<file path="config.mk">
export PLATFORM = sky130hd
export DESIGN_NAME = scdf_filter
export DESIGN_NICKNAME = d
export VERILOG_FILES = /design/src/hdl/scdf_pkg.sv /design/src/hdl/scdf_lane_if.sv /design/src/hdl/scdf_filter.sv /design/src/hdl/scdf_lane.sv
export SDC_FILE = /design/constraint.sdc
export NUM_CORES = 1
export LEC_CHECK = 0
export BUFFER_PORTS_ARGS = -buffer_cell sky130_fd_sc_hd__buf_2
export CAP_MARGIN = 20
export CORE_ASPECT_RATIO = 1.5
export CORE_MARGIN = 4
export CORE_UTILIZATION = 45
export DETAILED_ROUTE_END_ITERATION = 8
export GPL_TIMING_DRIVEN = 0
export PLACE_DENSITY = 0.68
export SETUP_SLACK_MARGIN = 0.2
export SLEW_MARGIN = 10
export SYNTH_ARGS = -nofsm -noshare
export SYNTH_HDL_FRONTEND = slang
export SYNTH_HIERARCHICAL = 1
export SYNTH_SLANG_ARGS = --single-unit
</file>
<file path="constraint.sdc">
create_clock -name clk -period 2.3 [get_ports clk]
set_input_delay 0.345 -clock clk [delete_from_list [all_inputs] [get_ports clk]]
set_output_delay 0.345 -clock clk [all_outputs]
set_load 0.02 [all_outputs]
</file>
<file path="src/hdl/scdf_pkg.sv">
// Constants shared by the switch change debounce filter and its lanes.
// Assumes one clock; detection cycles are marked by a strobe from the sequencer.
package scdf_pkg;

  // Number of monitored switch inputs
  localparam int unsigned INPUT_COUNT = 24;

  // Width of the per-input stability counter
  localparam int unsigned COUNT_W = 3;

  // Debounce selection codes
  typedef enum logic [1:0]
  {
    DEB_ANY   = 2'h0,
    DEB_TWO   = 2'h1,
    DEB_THREE = 2'h2,
    DEB_FOUR  = 2'h3
  } scdf_deb_t;

  // Stable cycles needed per debounce selection
  localparam logic [COUNT_W-1:0] NEED_ANY   = 3'h1;
  localparam logic [COUNT_W-1:0] NEED_TWO   = 3'h2;
  localparam logic [COUNT_W-1:0] NEED_THREE = 3'h3;
  localparam logic [COUNT_W-1:0] NEED_FOUR  = 3'h4;

  // Reset values
  localparam scdf_deb_t          DEB_RESET   = DEB_ANY;
  localparam logic [COUNT_W-1:0] COUNT_RESET = 3'h0;

endpackage

</file>
<file path="src/hdl/scdf_lane_if.sv">
// Carrier between the filter top and one per-input lane.
// Assumes the top drives the control side and the lane answers on its own modport.
interface scdf_lane_if;

  logic                               sample;
  logic                               clear;
  logic                               status;
  logic                               enable;
  logic                               riseEn;
  logic                               fallEn;
  logic [scdf_pkg::COUNT_W-1:0]       need;
  logic                               baseline;
  logic                               fire;

  modport ctrl
  (
    output sample,
    output clear,
    output status,
    output enable,
    output riseEn,
    output fallEn,
    output need,
    input  baseline,
    input  fire
  );

  modport lane
  (
    input  sample,
    input  clear,
    input  status,
    input  enable,
    input  riseEn,
    input  fallEn,
    input  need,
    output baseline,
    output fire
  );

endinterface

</file>
<file path="src/hdl/scdf_filter.sv">
// Switch change debounce filter: per-input stability filter ahead of the
// interrupt logic, plus an unfiltered path for the shared group threshold.
// Assumes cycleDone pulses for one clock when a detection cycle's results
// are valid on inStatus and groupStatus, all inputs synchronous to clk.
//
// What this block does
// - Four debounce schemes picked by software field
// - Least strict scheme fires on any crossing
// - Others need 2, 3 or 4 stable cycles
// - Code 11 needs four stable cycles
// - Stability judged on threshold status, not voltage
// - Baseline status stored after first detection cycle
// - Scheme applies to every enabled input
// - Counters clear when run bit drops
// - Reset selects fire-on-every-crossing scheme
// - Shared group threshold events are never debounced
// - Rising, falling or both edges qualify crossings
module scdf_filter
(
  input  wire logic                                clk,
  input  wire logic                                reset,
  input  wire logic                                runEnable,
  input  wire logic [1:0]                          debounce_select,
  input  wire logic                                cycleDone,
  input  wire logic [scdf_pkg::INPUT_COUNT-1:0]    inStatus,
  input  wire logic [scdf_pkg::INPUT_COUNT-1:0]    inEnable,
  input  wire logic [scdf_pkg::INPUT_COUNT-1:0]    riseEnable,
  input  wire logic [scdf_pkg::INPUT_COUNT-1:0]    fallEnable,
  input  wire logic                                groupStatus,
  input  wire logic                                groupEnable,
  input  wire logic                                groupRiseEnable,
  input  wire logic                                groupFallEnable,
  output logic      [scdf_pkg::INPUT_COUNT-1:0]    changeFlags,
  output logic      [scdf_pkg::INPUT_COUNT-1:0]    baselineStatus,
  output logic                                     groupChange,
  output logic                                     switch_change_interrupt,
  output logic      [1:0]                          activeSelect
);

  //////////////////////////////////////////////////////////////////////////////
  // Timing, from the edge that takes cycleDone (edge 0):
  //   after edge 0  lane count, baseline and fire registered;
  //                 baselineStatus already shows an adopted status
  //   after edge 1  changeFlags, groupChange and interrupt high one clock
  //   after edge 2  pulses low again unless a later cycle fired
  // The extra output stage costs one clock of latency; it buys one word of
  // flags per detection cycle, aligned with the group path, so the
  // interrupt logic never sees half of a cycle's changes.
  //
  // Limits a user must know:
  //   - A scheme written while running is ignored, not queued; it loads
  //     only while the run bit is low
  //   - Dropping the run bit also forgets every baseline, so the first
  //     detection cycle after a restart stores and never fires
  //   - A disabled input is frozen with its count and baseline, and picks
  //     up where it stopped once enabled again
  //   - A cycleDone held high for several clocks counts once per clock
  //   - An edge masked off by riseEnable or fallEnable still moves the
  //     baseline, so the opposite edge is judged against the new status
  //   - The group path has no count, only an edge compare with the last
  //     taken sample, and is cleared with the lanes
  //   - activeSelect shows the scheme in use, not the last one written

  //////////////////////////////////////////////////////////////////////////////
  // Debounce selection register
  scdf_pkg::scdf_deb_t                 sel_q;
  scdf_pkg::scdf_deb_t                 sel_d;
  logic [scdf_pkg::COUNT_W-1:0]        need;
  logic                                clearAll;

  // Selection changes only while stopped, so a running count never
  // sees its target move under it.
  always_comb
  begin
    sel_d = sel_q;
    if (!runEnable)
    begin
      sel_d = scdf_pkg::scdf_deb_t'(debounce_select);
    end
  end

  always_ff @(posedge clk)
  begin
    if (reset)
    begin
      sel_q <= scdf_pkg::DEB_RESET;
    end
    else
    begin
      sel_q <= sel_d;
    end
  end

  // Stable cycles required by the chosen scheme
  always_comb
  begin
    unique case (sel_q)
      scdf_pkg::DEB_ANY:   need = scdf_pkg::NEED_ANY;
      scdf_pkg::DEB_TWO:   need = scdf_pkg::NEED_TWO;
      scdf_pkg::DEB_THREE: need = scdf_pkg::NEED_THREE;
      scdf_pkg::DEB_FOUR:  need = scdf_pkg::NEED_FOUR;
    endcase
  end

  // Stopping the run clears every lane
  assign clearAll = !runEnable;

  //////////////////////////////////////////////////////////////////////////////
  // Per-input lanes, one filter each
  logic [scdf_pkg::INPUT_COUNT-1:0]    laneFire;

  generate
    for (genvar i = 0; i < scdf_pkg::INPUT_COUNT; i++)
    begin : gLane
      scdf_lane_if link ();

      // Only the threshold status bit is judged, never a raw level
      assign link.sample = cycleDone;
      assign link.clear  = clearAll;
      assign link.status = inStatus[i];
      assign link.enable = inEnable[i];
      assign link.riseEn = riseEnable[i];
      assign link.fallEn = fallEnable[i];
      assign link.need   = need;
      assign laneFire[i]       = link.fire;
      assign baselineStatus[i] = link.baseline;

      scdf_lane uLane
      (
        .clk   (clk),
        .reset (reset),
        .port  (link.lane)
      );
    end
  endgenerate

  //////////////////////////////////////////////////////////////////////////////
  // Shared group threshold: straight edge compare, no stability count
  logic grpStored_q;
  logic grpStored_d;
  logic grpPrev_q;
  logic grpPrev_d;
  logic grpFire_q;
  logic grpFire_d;

  always_comb
  begin
    grpStored_d = grpStored_q;
    grpPrev_d   = grpPrev_q;
    grpFire_d   = 1'b0;
    if (clearAll)
    begin
      grpStored_d = 1'b0;
    end
    else if (cycleDone && groupEnable)
    begin
      grpStored_d = 1'b1;
      grpPrev_d   = groupStatus;
      // An enabled edge fires on the first differing cycle whatever the scheme
      if (grpStored_q && (groupStatus != grpPrev_q))
      begin
        grpFire_d = groupStatus ? groupRiseEnable : groupFallEnable;
      end
    end
  end

  always_ff @(posedge clk)
  begin
    if (reset)
    begin
      grpStored_q <= 1'b0;
      grpPrev_q   <= 1'b0;
      grpFire_q   <= 1'b0;
    end
    else
    begin
      grpStored_q <= grpStored_d;
      grpPrev_q   <= grpPrev_d;
      grpFire_q   <= grpFire_d;
    end
  end

  //////////////////////////////////////////////////////////////////////////////
  // Outputs toward the interrupt request logic
  logic [scdf_pkg::INPUT_COUNT-1:0] flags_q;
  logic [scdf_pkg::INPUT_COUNT-1:0] flags_d;
  logic                             grpOut_q;
  logic                             grpOut_d;
  logic                             irq_q;
  logic                             irq_d;

  // One registered stage so all change outputs line up in the same cycle
  always_comb
  begin
    flags_d  = laneFire;
    grpOut_d = grpFire_q;
    irq_d    = (|laneFire) | grpFire_q;
  end

  always_ff @(posedge clk)
  begin
    if (reset)
    begin
      flags_q  <= '0;
      grpOut_q <= 1'b0;
      irq_q    <= 1'b0;
    end
    else
    begin
      flags_q  <= flags_d;
      grpOut_q <= grpOut_d;
      irq_q    <= irq_d;
    end
  end

  assign changeFlags             = flags_q;
  assign groupChange             = grpOut_q;
  assign switch_change_interrupt = irq_q;
  assign activeSelect            = sel_q;

endmodule

</file>
<file path="src/hdl/scdf_lane.sv">
// One input's debounce state: stored baseline, stability count, fire pulse.
// Assumes sample marks one finished detection cycle and lasts one clock.
module scdf_lane
(
  input  wire logic   clk,
  input  wire logic   reset,
  scdf_lane_if.lane   port
);

  logic                         stored_q;
  logic                         stored_d;
  logic                         base_q;
  logic                         base_d;
  logic [scdf_pkg::COUNT_W-1:0] count_q;
  logic [scdf_pkg::COUNT_W-1:0] count_d;
  logic                         fire_q;
  logic                         fire_d;
  logic [scdf_pkg::COUNT_W-1:0] countNext;

  //////////////////////////////////////////////////////////////////////////////
  // Next state of baseline and counter
  always_comb
  begin
    stored_d  = stored_q;
    base_d    = base_q;
    count_d   = count_q;
    fire_d    = 1'b0;
    countNext = count_q + 3'h1;
    if (port.clear)
    begin
      // Run stopped: counts drop to zero, baseline taken afresh later
      stored_d = 1'b0;
      count_d  = scdf_pkg::COUNT_RESET;
    end
    else if (port.sample && port.enable)
    begin
      if (!stored_q)
      begin
        // First cycle only stores the baseline, never fires
        stored_d = 1'b1;
        base_d   = port.status;
      end
      else if (port.status == base_q)
      begin
        // Status reverted or never moved: restart the count
        count_d = scdf_pkg::COUNT_RESET;
      end
      else if (countNext >= port.need)
      begin
        // Held long enough: adopt new status, fire once if that edge is enabled
        base_d  = port.status;
        count_d = scdf_pkg::COUNT_RESET;
        fire_d  = port.status ? port.riseEn : port.fallEn;
      end
      else
      begin
        count_d = countNext;
      end
    end
  end

  // Registers only
  always_ff @(posedge clk)
  begin
    if (reset)
    begin
      stored_q <= 1'b0;
      base_q   <= 1'b0;
      count_q  <= scdf_pkg::COUNT_RESET;
      fire_q   <= 1'b0;
    end
    else
    begin
      stored_q <= stored_d;
      base_q   <= base_d;
      count_q  <= count_d;
      fire_q   <= fire_d;
    end
  end

  assign port.baseline = base_q;
  assign port.fire     = fire_q;

endmodule

</file>
==> results of run 1 <==
[flip-flops by register name, indices dropped and copies added (netlist names)]
name and cells:
gLane.uLane/stored_q 24, grpPrev_q 1, gLane.uLane/port.baseline 24, gLane.uLane/count_q 72, changeFlags 24, grpFire_q 1, grpStored_q 1, activeSelect 2
switch_change_interrupt 1, groupChange 1, gLane.uLane/port.fire 24
[final cells by class]
| cell class | count | share of cell area (%) |
|---|---|---|
| Tap cell | 319 | 2.93 |
| Sequential cell | 175 | 25.7 |
| Buffer | 27 | 1.43 |
| Multi-Input combinational cell | 827 | 56.3 |
| Timing Repair Buffer | 171 | 7.30 |
| Inverter | 76 | 2.13 |
| Clock buffer | 20 | 3.27 |
| Clock inverter | 12 | 0.917 |
[through the flow]
| stage | total power, mW | hold WS (ns) | cells |
|---|---|---|---|
| 2_1_floorplan | 3.79 | 0.434 | 1102 |
| 3_3_place_gp | 4.09 | 0.444 | 1578 |
| 3_5_place_dp | 4.12 | 0.460 | 1580 |
| 4_1_cts | 7.07 | 0.130 | 1621 |
| 5_1_grt | 7.40 | 0.140 | 1627 |
| 6_report | 7.10 | 0.146 | 1627 |
[power by group]
| group | internal [mW] | leakage [nW] | switching, mW |
|---|---|---|---|
| combinational | 0.517 | 4.11 | 0.635 |
| sequential | 3.06 | 1.42 | 0.0284 |
| clock | 1.55 | 0.271 | 1.31 |
[layout by cell type (no fill, tap or decap), types with 24 or more instances in the layout]
cell type and n:
nor3b_1 24, nand2b_1 46, nand2_1 77, buf_4 30, ha_1 78, a22o_1 46
dfxtp_1 173, nand3_1 26, nor3_1 49, nand2b_4 24, mux2i_1 50, buf_2 159
xor2_1 47, inv_1 50, nor2_1 76, nor2b_1 26, a21o_1 24
[cells by family after synthesis]
group | after synthesis | synth area share [%]
and+or+nand+nor | 430 | 24.0
muxes | 50 | 4.57
DFF | 175 | 32.0
xor gates and xnor gates | 48 | 3.84
buffers and inverters | 103 | 4.39
adders and majority gates | 99 | 11.3
AOI/OAI and AO/OA | 197 | 20.0
[layer usage]
metal	global-route usage, %	part of all wire [%]	routed length, um	vias to the layer above
met5	0	0.048	13	-
met4	7.06	1.8	487	2
met2	36.6	52	13900	162
met3	3.35	3.6	972	33
li1	-	-	-	4418
met1	23.0	43	11600	4209
[path summary, 6_finish.rpt]
path,from,end,slack (ns),depth (start not counted)
hold reg to reg,gLane[20].uLane/port.fire,changeFlags[20],0.46,1
hold / removal,debounce_select[1],activeSelect[1],0.15,3
setup reg to reg,activeSelect[0],gLane[17].uLane/count_q[2],0.17,9
setup / recovery,activeSelect[0],gLane[17].uLane/count_q[2],0.17,9
[timing repair]
| item | 4_1_cts | 5_1_grt |
|---|---|---|
| endpoints found under the setup margin | 120 | 96 |
| pin swaps | 20 | 37 |
| setup buffers | 6 | 5 |
| gates cloned | 3 | 0 |
| hold endpoints to repair | 0 | 0 |
| resized for setup | 42 | 49 |
[worst min-delay path, stage by stage]
cell	delay [ns]
buf_2	0.08
mux2i_1	0.05
nor2_1	0.07
==> results.cfg, run 1 <==
[outcome]
status = finished clean

[drt]
ant_nets = 0
num_vias = 8824
wirelength_mm = 27.0
drc_errors = 0
drt_iter0_markers = 289
drtPass1Iterations = 5
vias_per_cell = 5.42
wire_per_inst_um = 16.6

[pwr]
powerDensity_mw_per_mm2 = 520
p_leak_nw = 5.79
ir_drop_mv = 0.532

[cts]
cts_num_sinks = 175
clock_latency_ns = 0.44
clockRootBuffer = clkbuf_16
cts_tree = done
cts.path.max_buffers = 2
cts_buffers = 17
clk_pin_slew_ns = 0.07
ctsHtreeMaxLevel = 4
cts_hold_buf = 0

[sta]
post-route-min-period_ns = 2.13
fin_skew_ns = 0.0102
fin_crit_sh_pct = 92.8
timing.setup.tns_ns = 0
worst_pin_slew_ns = 0.671
hold_viol = 0
fmax_mhz = 469
fin_ws_ns = 0.166
slew_headroom_pct = 55.2
rsz0062_at_grt = true
slew_viol_final = 0
finalSetupViolCount = 0

[grt]
antenna_found_initial = 1
gr-usage-all-layers_pct = 19.9
grt_pass1_vias = 8834
grt_pass1_wl_mm = 42.7
grt_max_degree = 53
grt.overflow.total = 0

[yosys]
synth_area_leader_cell = dfxtp_1
synth.area.top_cells = dfxtp_1 32%, ha_1 11%, a2111oi_4 5.8%
synth_warnings = 6
synth-edff-count = 0
synth.yosys.seq_area_share_pct = 32.0
yosysMostFrequentCell = dfxtp_1
netlist_instances = 1102
yosysUniqueCellTypes = 41
avgSynthCellArea_um2 = 9.94
synth_top_cell_area_share_pct = 32.0
synthArstFlopShare_pct = 0
synth_ff_type = dfxtp_1
synth_fp_nets = 1307
synth-seq-cells = 175
synth_commonest_cells = 175 x dfxtp_1, 99 x ha_1, 77 x nand2_1, 76 x nor2_1, 52 x inv_1
syn_area_mm2 = 0.0110

[worst_setup_path]
cpPeakStageDelay_ns = 0.38
crit_arrival_ns = 2.51
cpMostUsedCell = ha_4
critPathBufInv = 2
crit_slowest_cell = dfxtp_4
critical_path.top_delay_family = compound AO/OA/AOI/OAI gates
cp_max_fo = 6
worstPathRequired_ns = 2.68
end_kind = register
crit_chain = inv_4 -> ha_4 -> or2_4 -> buf_12 -> ha_4 -> nand2b_4 -> a31o_4 -> o31ai_4 -> a22o_1
startpoint_type = register
crit_type = register to register

[cells_and_area]
drive_above_1_share_pct = 31.9
final_design_area_no_fill_mm2 = 0.0136
diodes = 0
layout.nets = 1500
ff_latch_area_mm2 = 0.00351
multi_input_area_mm2 = 0.00768
synthToLayoutAreaGrowth_pct = 24.6
fill_cells = 2041
finish.utilization_pct = 57.3

[placement]
dp_hpwl_mm = 18.5
place_area_mm2 = 0.0122
port_buffers = 157
place.gp.congestion = 0.785
place_ws_ns = -0.144

[floorplan]
io_pins = 158
core_area_mm2 = 0.0238
initial_core_util_pct = 46.0
dieHeight_um = 199
die_w_um = 135
rows = 69
die_area_mm2 = 0.0270

[run]
max_cap_viol_count = 0

[worst_hold_path]
hp-class = input pin to register
(Power assumes the default switching activity.)
==> run 2: changes to the inputs <==
CORE_UTILIZATION = 53   (was 45)
PLACE_DENSITY = 0.78   (was 0.68)
==> run 2 against run 1 <==
  * Worst setup slack better by 0.051 ns
  * Critical endpoint is now gLane[19].uLane/count_q[2]
  * Worst hold slack hardly changed
  * Design area fell by 1.2%
  * Register-to-register slack better by 0.05 ns
  * Combinational power barely moved
  * Routed wire length decreased by 0.60%
  * Critical path depth shrank 1
  * Die area down 14%
  * Core utilization rose by 9.0 points
  * Cell count decreased by 3.4%
  * Total power up 2.3%
  * Sequential share of layout area increased by 0.33 points
==> results.cfg, run 2 (synthesis results as in run 1) <==
[grt]
gr-usage-all-layers_pct = 22.7
grt_max_degree = 53
grtUsageMet3_pct = 4.39
busiest_layer = met2
global_route.usage.met2_pct = 41.4
met1_usage_pct = 25.6
antenna_found_initial = 1
grt_pass1_wl_mm = 42.6
grt_pass1_vias = 8976
grt.overflow.total = 0

[floorplan]
initial_core_util_pct = 53.9
die_w_um = 125
core_area_mm2 = 0.0203
rows = 64
io_pins = 158
dieHeight_um = 184
die_area_mm2 = 0.0231

[sta]
fmax_mhz = 480
worst_pin_slew_ns = 0.605
slew_headroom_pct = 59.6
fin_crit_sh_pct = 90.6
rsz0062_at_grt = true
slew_viol_final = 0
hold_viol = 0
timing.setup.tns_ns = 0
finalSetupViolCount = 0
fin_skew_ns = 0.0119
post-route-min-period_ns = 2.08

[cts]
cts_hold_buf = 0
clockRootBuffer = clkbuf_16
clock_latency_ns = 0.44
cts_num_sinks = 175
ctsHtreeMaxLevel = 4
clk_pin_slew_ns = 0.07
cts_buffers = 17
cts.path.max_buffers = 2
cts_tree = done

[placement]
place_area_mm2 = 0.0121
place.gp.congestion = 0.801
dp_hpwl_mm = 18.3
placed_cells = 1525
port_buffers = 157

[worst_setup_path]
critical_path.startpoint = activeSelect[1]
crit_type = register to register
crit_arrival_ns = 2.47
crit_chain = inv_2 -> ha_4 -> or2_4 -> ha_1 -> nand2b_4 -> a31o_4 -> o31ai_2 -> a22o_1
worstPathRequired_ns = 2.68
cp_max_fo = 6
startpoint_type = register
cpPeakStageDelay_ns = 0.38
end_kind = register
r2r-start = activeSelect[1]
crit_slowest_cell = dfxtp_4

[pwr]
powerDensity_mw_per_mm2 = 539
finalPower_mw = 7.26
p_leak_nw = 5.81
ir_drop_mv = 0.514

[worst_hold_path]
hp-class = input pin to register
worstHoldStart = debounce_select[1]

[outcome]
status = finished clean

[cells_and_area]
drive_above_1_share_pct = 31.2
final_common_cell = dfxtp_1
fill_cells = 1619
final_design_area_no_fill_mm2 = 0.0135
synthToLayoutAreaGrowth_pct = 23.0
final_cell_mix = 172 x dfxtp_1, 159 x buf_2, 85 x ha_1, 77 x nand2_1, 76 x nor2_1
largest_reg_flops = 72
largest_register = gLane.uLane/count_q
layout.nets = 1498
stdcell_count = 1571

[drt]
wire_per_inst_um = 17.1
drc_errors = 0
wirelength_mm = 26.9
num_vias = 8955
ant_nets = 0
drt_iter0_markers = 378
drtPass1Iterations = 6
vias_per_cell = 5.70

[run]
max_cap_viol_count = 0
run 2: changes by cell type in the layout (fill, tap and decap cells not counted), sizes merged, moves of 2 or more:
cell      delta
inv          +4
clkinvlp     -3
buf          -2
clkbuf       -3
run 2: final timing paths:
| path | end | slack, ns | depth (start not counted) |
|---|---|---|---|
| worst min register to register | changeFlags[1] | 0.46 | 1 |
| worst max register to register | gLane[19].uLane/count_q[2] | 0.22 | 8 |
| worst max-delay path | gLane[19].uLane/count_q[2] | 0.22 | 8 |
| worst min-delay path | activeSelect[1] | 0.15 | 3 |
run 2: layer usage:
metal | up-vias | wire length (um)
met5 | - | 0
met4 | 0 | 766
met3 | 50 | 1190
met2 | 200 | 13900
met1 | 4289 | 11000
li1 | 4416 | -
run 2: where the power goes:
part / switching (mW) / leakage, nW / internal [mW]
logic: 0.625 / 4.09 / 0.498
clock network: 1.38 / 0.306 / 1.66
registers: 0.0276 / 1.42 / 3.06
total: 2.03 / 5.81 / 5.22
run 2: area by class of cell:
cell class,instances,area (um^2),area share (%)
timing repair buffer,169,972,7.21
tap,264,330,2.45
antenna,1,2.50,0.0186
clock inverter,15,190,1.41
sequential,175,3510,26.1
inverter,76,288,2.14
clock buffer,17,425,3.16
multi-input combinational,827,7560,56.1
buffer,27,195,1.45
run 2: worst max-delay path: cells and delay by family, from the launching register on:
kind            cells  cell delay [ns]
fa+ha+maj           2             0.48
simple gates        2             0.51
flops               1             0.38
buf+inv             1             0.05
compound gates      3             0.59
run 2: stage by stage:
step	setup slack (ns)	util, %	hold slack [ns]
after detailed placement	-0.114	59.7	0.455
after global routing	0.142	66.2	0.168
final	0.217	66.3	0.146
after global placement	-0.228	59.4	0.444
after floorplan	0.205	-	0.434
after CTS	0.152	64.1	0.115
run 2: repair_timing:
| item | 4_1_cts | 5_1_grt |
|---|---|---|
| cloned | 3 | 0 |
| pin swaps | 14 | 40 |
| endpoints found under the setup margin | 120 | 93 |
| resized for setup | 28 | 51 |
| setup buffers | 6 | 3 |
==> run 3: changes to the inputs <==
GPL_TIMING_DRIVEN = unset   (was 0)
==> run 3 against run 2 <==
  * Worst hold slack gained 0.0063 ns
  * Critical path type unchanged
  * Design area decreased by 2.9%
  * Highest routed layer is now met5
  * Clock power shrank 11%
  * Clock skew fell by 0.0049 ns
  * Critical endpoint is now gLane[8].uLane/count_q[2]
  * Sequential power about the same
  * Critical path depth did not move
  * Largest cell class unchanged
  * Cell count fell by 1.5%
==> results.cfg, run 3 (synthesis results as in run 1) <==
[worst_setup_path]
rr_worst_depth = 8
end_kind = register
startpoint_type = register
crit_arrival_ns = 2.46
worstPathRequired_ns = 2.68
crit_type = register to register
cp_max_fo = 6

[pwr]
finalPower_mw = 6.89
p_leak_nw = 5.62
powerDensity_mw_per_mm2 = 526
ir_drop_mv = 0.513

[cells_and_area]
largest_register = gLane.uLane/count_q
final_design_area_no_fill_mm2 = 0.0131
final_common_cell = dfxtp_1
diodes = 0
synthToLayoutAreaGrowth_pct = 19.5
largest_reg_flops = 72
drive_above_1_share_pct = 29.1
layout.nets = 1477
final_cell_mix = 173 x dfxtp_1, 156 x buf_2, 87 x ha_1, 77 x nand2_1, 76 x nor2_1

[sta]
worst_pin_slew_ns = 0.493
rsz0062_at_grt = true
fmax_mhz = 479
hold_viol = 0
slew_headroom_pct = 66.8
post-route-min-period_ns = 2.09
finalSetupViolCount = 0
fin_crit_sh_pct = 90.7
slew_viol_final = 0
timing.setup.tns_ns = 0
fin_skew_ns = 0.00701

[placement]
place.gp.congestion = 0.812
place_area_mm2 = 0.0121
dp_hpwl_mm = 18.5
port_buffers = 157

[cts]
ctsHtreeMaxLevel = 4
cts_buffers = 17
cts.path.max_buffers = 2
clockRootBuffer = clkbuf_16
clk_pin_slew_ns = 0.07
cts_hold_buf = 0
cts_num_sinks = 175
cts_tree = done
clock_latency_ns = 0.43

[grt]
grt_pass1_wl_mm = 41.6
grtUsageMet3_pct = 3.90
gr-usage-all-layers_pct = 21.9
grt_pass1_vias = 8942
antenna_found_initial = 1
grt_max_degree = 53
busiest_layer = met2
met1_usage_pct = 24.0
grt.overflow.total = 0
global_route.usage.met2_pct = 41.2

[floorplan]
dieHeight_um = 184
io_pins = 158
core_area_mm2 = 0.0203
die_area_mm2 = 0.0231
initial_core_util_pct = 53.9
rows = 64
die_w_um = 125

[drt]
ant_nets = 0
num_vias = 8889
wirelength_mm = 25.8
vias_per_cell = 5.74
wire_per_inst_um = 16.7
drtPass1Iterations = 5
drc_errors = 0
drt_iter0_markers = 358

[worst_hold_path]
whs_path_depth = 3
hp-class = input pin to register

[run]
max_cap_viol_count = 0

[outcome]
status = finished clean
## run 3: cell types whose count changed in the layout (fill, tap and decap cells not counted), sizes merged
cell,before,now
inv,63,60
clkbuf,17,19
diode,1,0
bufinv,2,0
clkinvlp,0,2
buf,196,175
## run 3: area by class of cell
cell class	instances	area (um^2)
Inverter	76	288
Tap cell	264	330
Timing Repair Buffer	175	1010
Clock buffer	19	443
Clock inverter	12	100
Multi-Input combinational cell	827	7410
Sequential cell	175	3510
Fill cell	1691	7250
## run 3: critical path: stages (launching register included)
cell and delay, ns:
dfxtp_4 0.39, inv_2 0.05, ha_4 0.17, or2_4 0.32, ha_1 0.32, nand2b_4 0.16
a31o_4 0.25, o31ai_2 0.20, a22o_1 0.17
## run 3: final timing paths
check	from	endpoint	slack, ns
max	activeSelect[1]	gLane[8].uLane/count_q[2]	0.21
min	debounce_select[1]	activeSelect[1]	0.15
max reg2reg	activeSelect[1]	gLane[8].uLane/count_q[2]	0.21
min reg2reg	gLane[6].uLane/count_q[1]	gLane[6].uLane/count_q[1]	0.46
## run 3: through the flow
| stage | cells | util [%] | setup slack [ns] | hold slack [ns] |
|---|---|---|---|---|
| after floorplan | 1102 | - | 0.205 | 0.434 |
| after global placement | 1512 | 59.4 | 0.131 | 0.449 |
| after detailed placement | 1512 | 59.4 | 0.0837 | 0.449 |
| after CTS | 1546 | 62.6 | 0.186 | 0.134 |
| after global routing | 1548 | 64.4 | 0.140 | 0.151 |
| final | 1548 | 64.4 | 0.214 | 0.152 |
## run 3: what timing repair did
| item | CTS | global route |
|---|---|---|
| setup endpoints to repair | 98 | 84 |
| setup buffers | 0 | 2 |
| gates cloned | 3 | 0 |
| pin swaps | 11 | 31 |
| gates resized for setup | 16 | 45 |
## run 3: per-layer routing
metal	wire (um)	vias to the layer above	part of all wire [%]
li1	-	4370	-
met1	10500	4265	41
met2	13500	192	52
met3	959	60	3.7
met4	875	2	3.4
met5	13	-	0.050
## run 3: where the power goes
| group | switching [mW] | total (mW) | internal (mW) |
|---|---|---|---|
| logic | 0.596 | 1.08 | 0.481 |
| clock network | 1.28 | 2.72 | 1.43 |
| registers | 0.0288 | 3.09 | 3.06 |
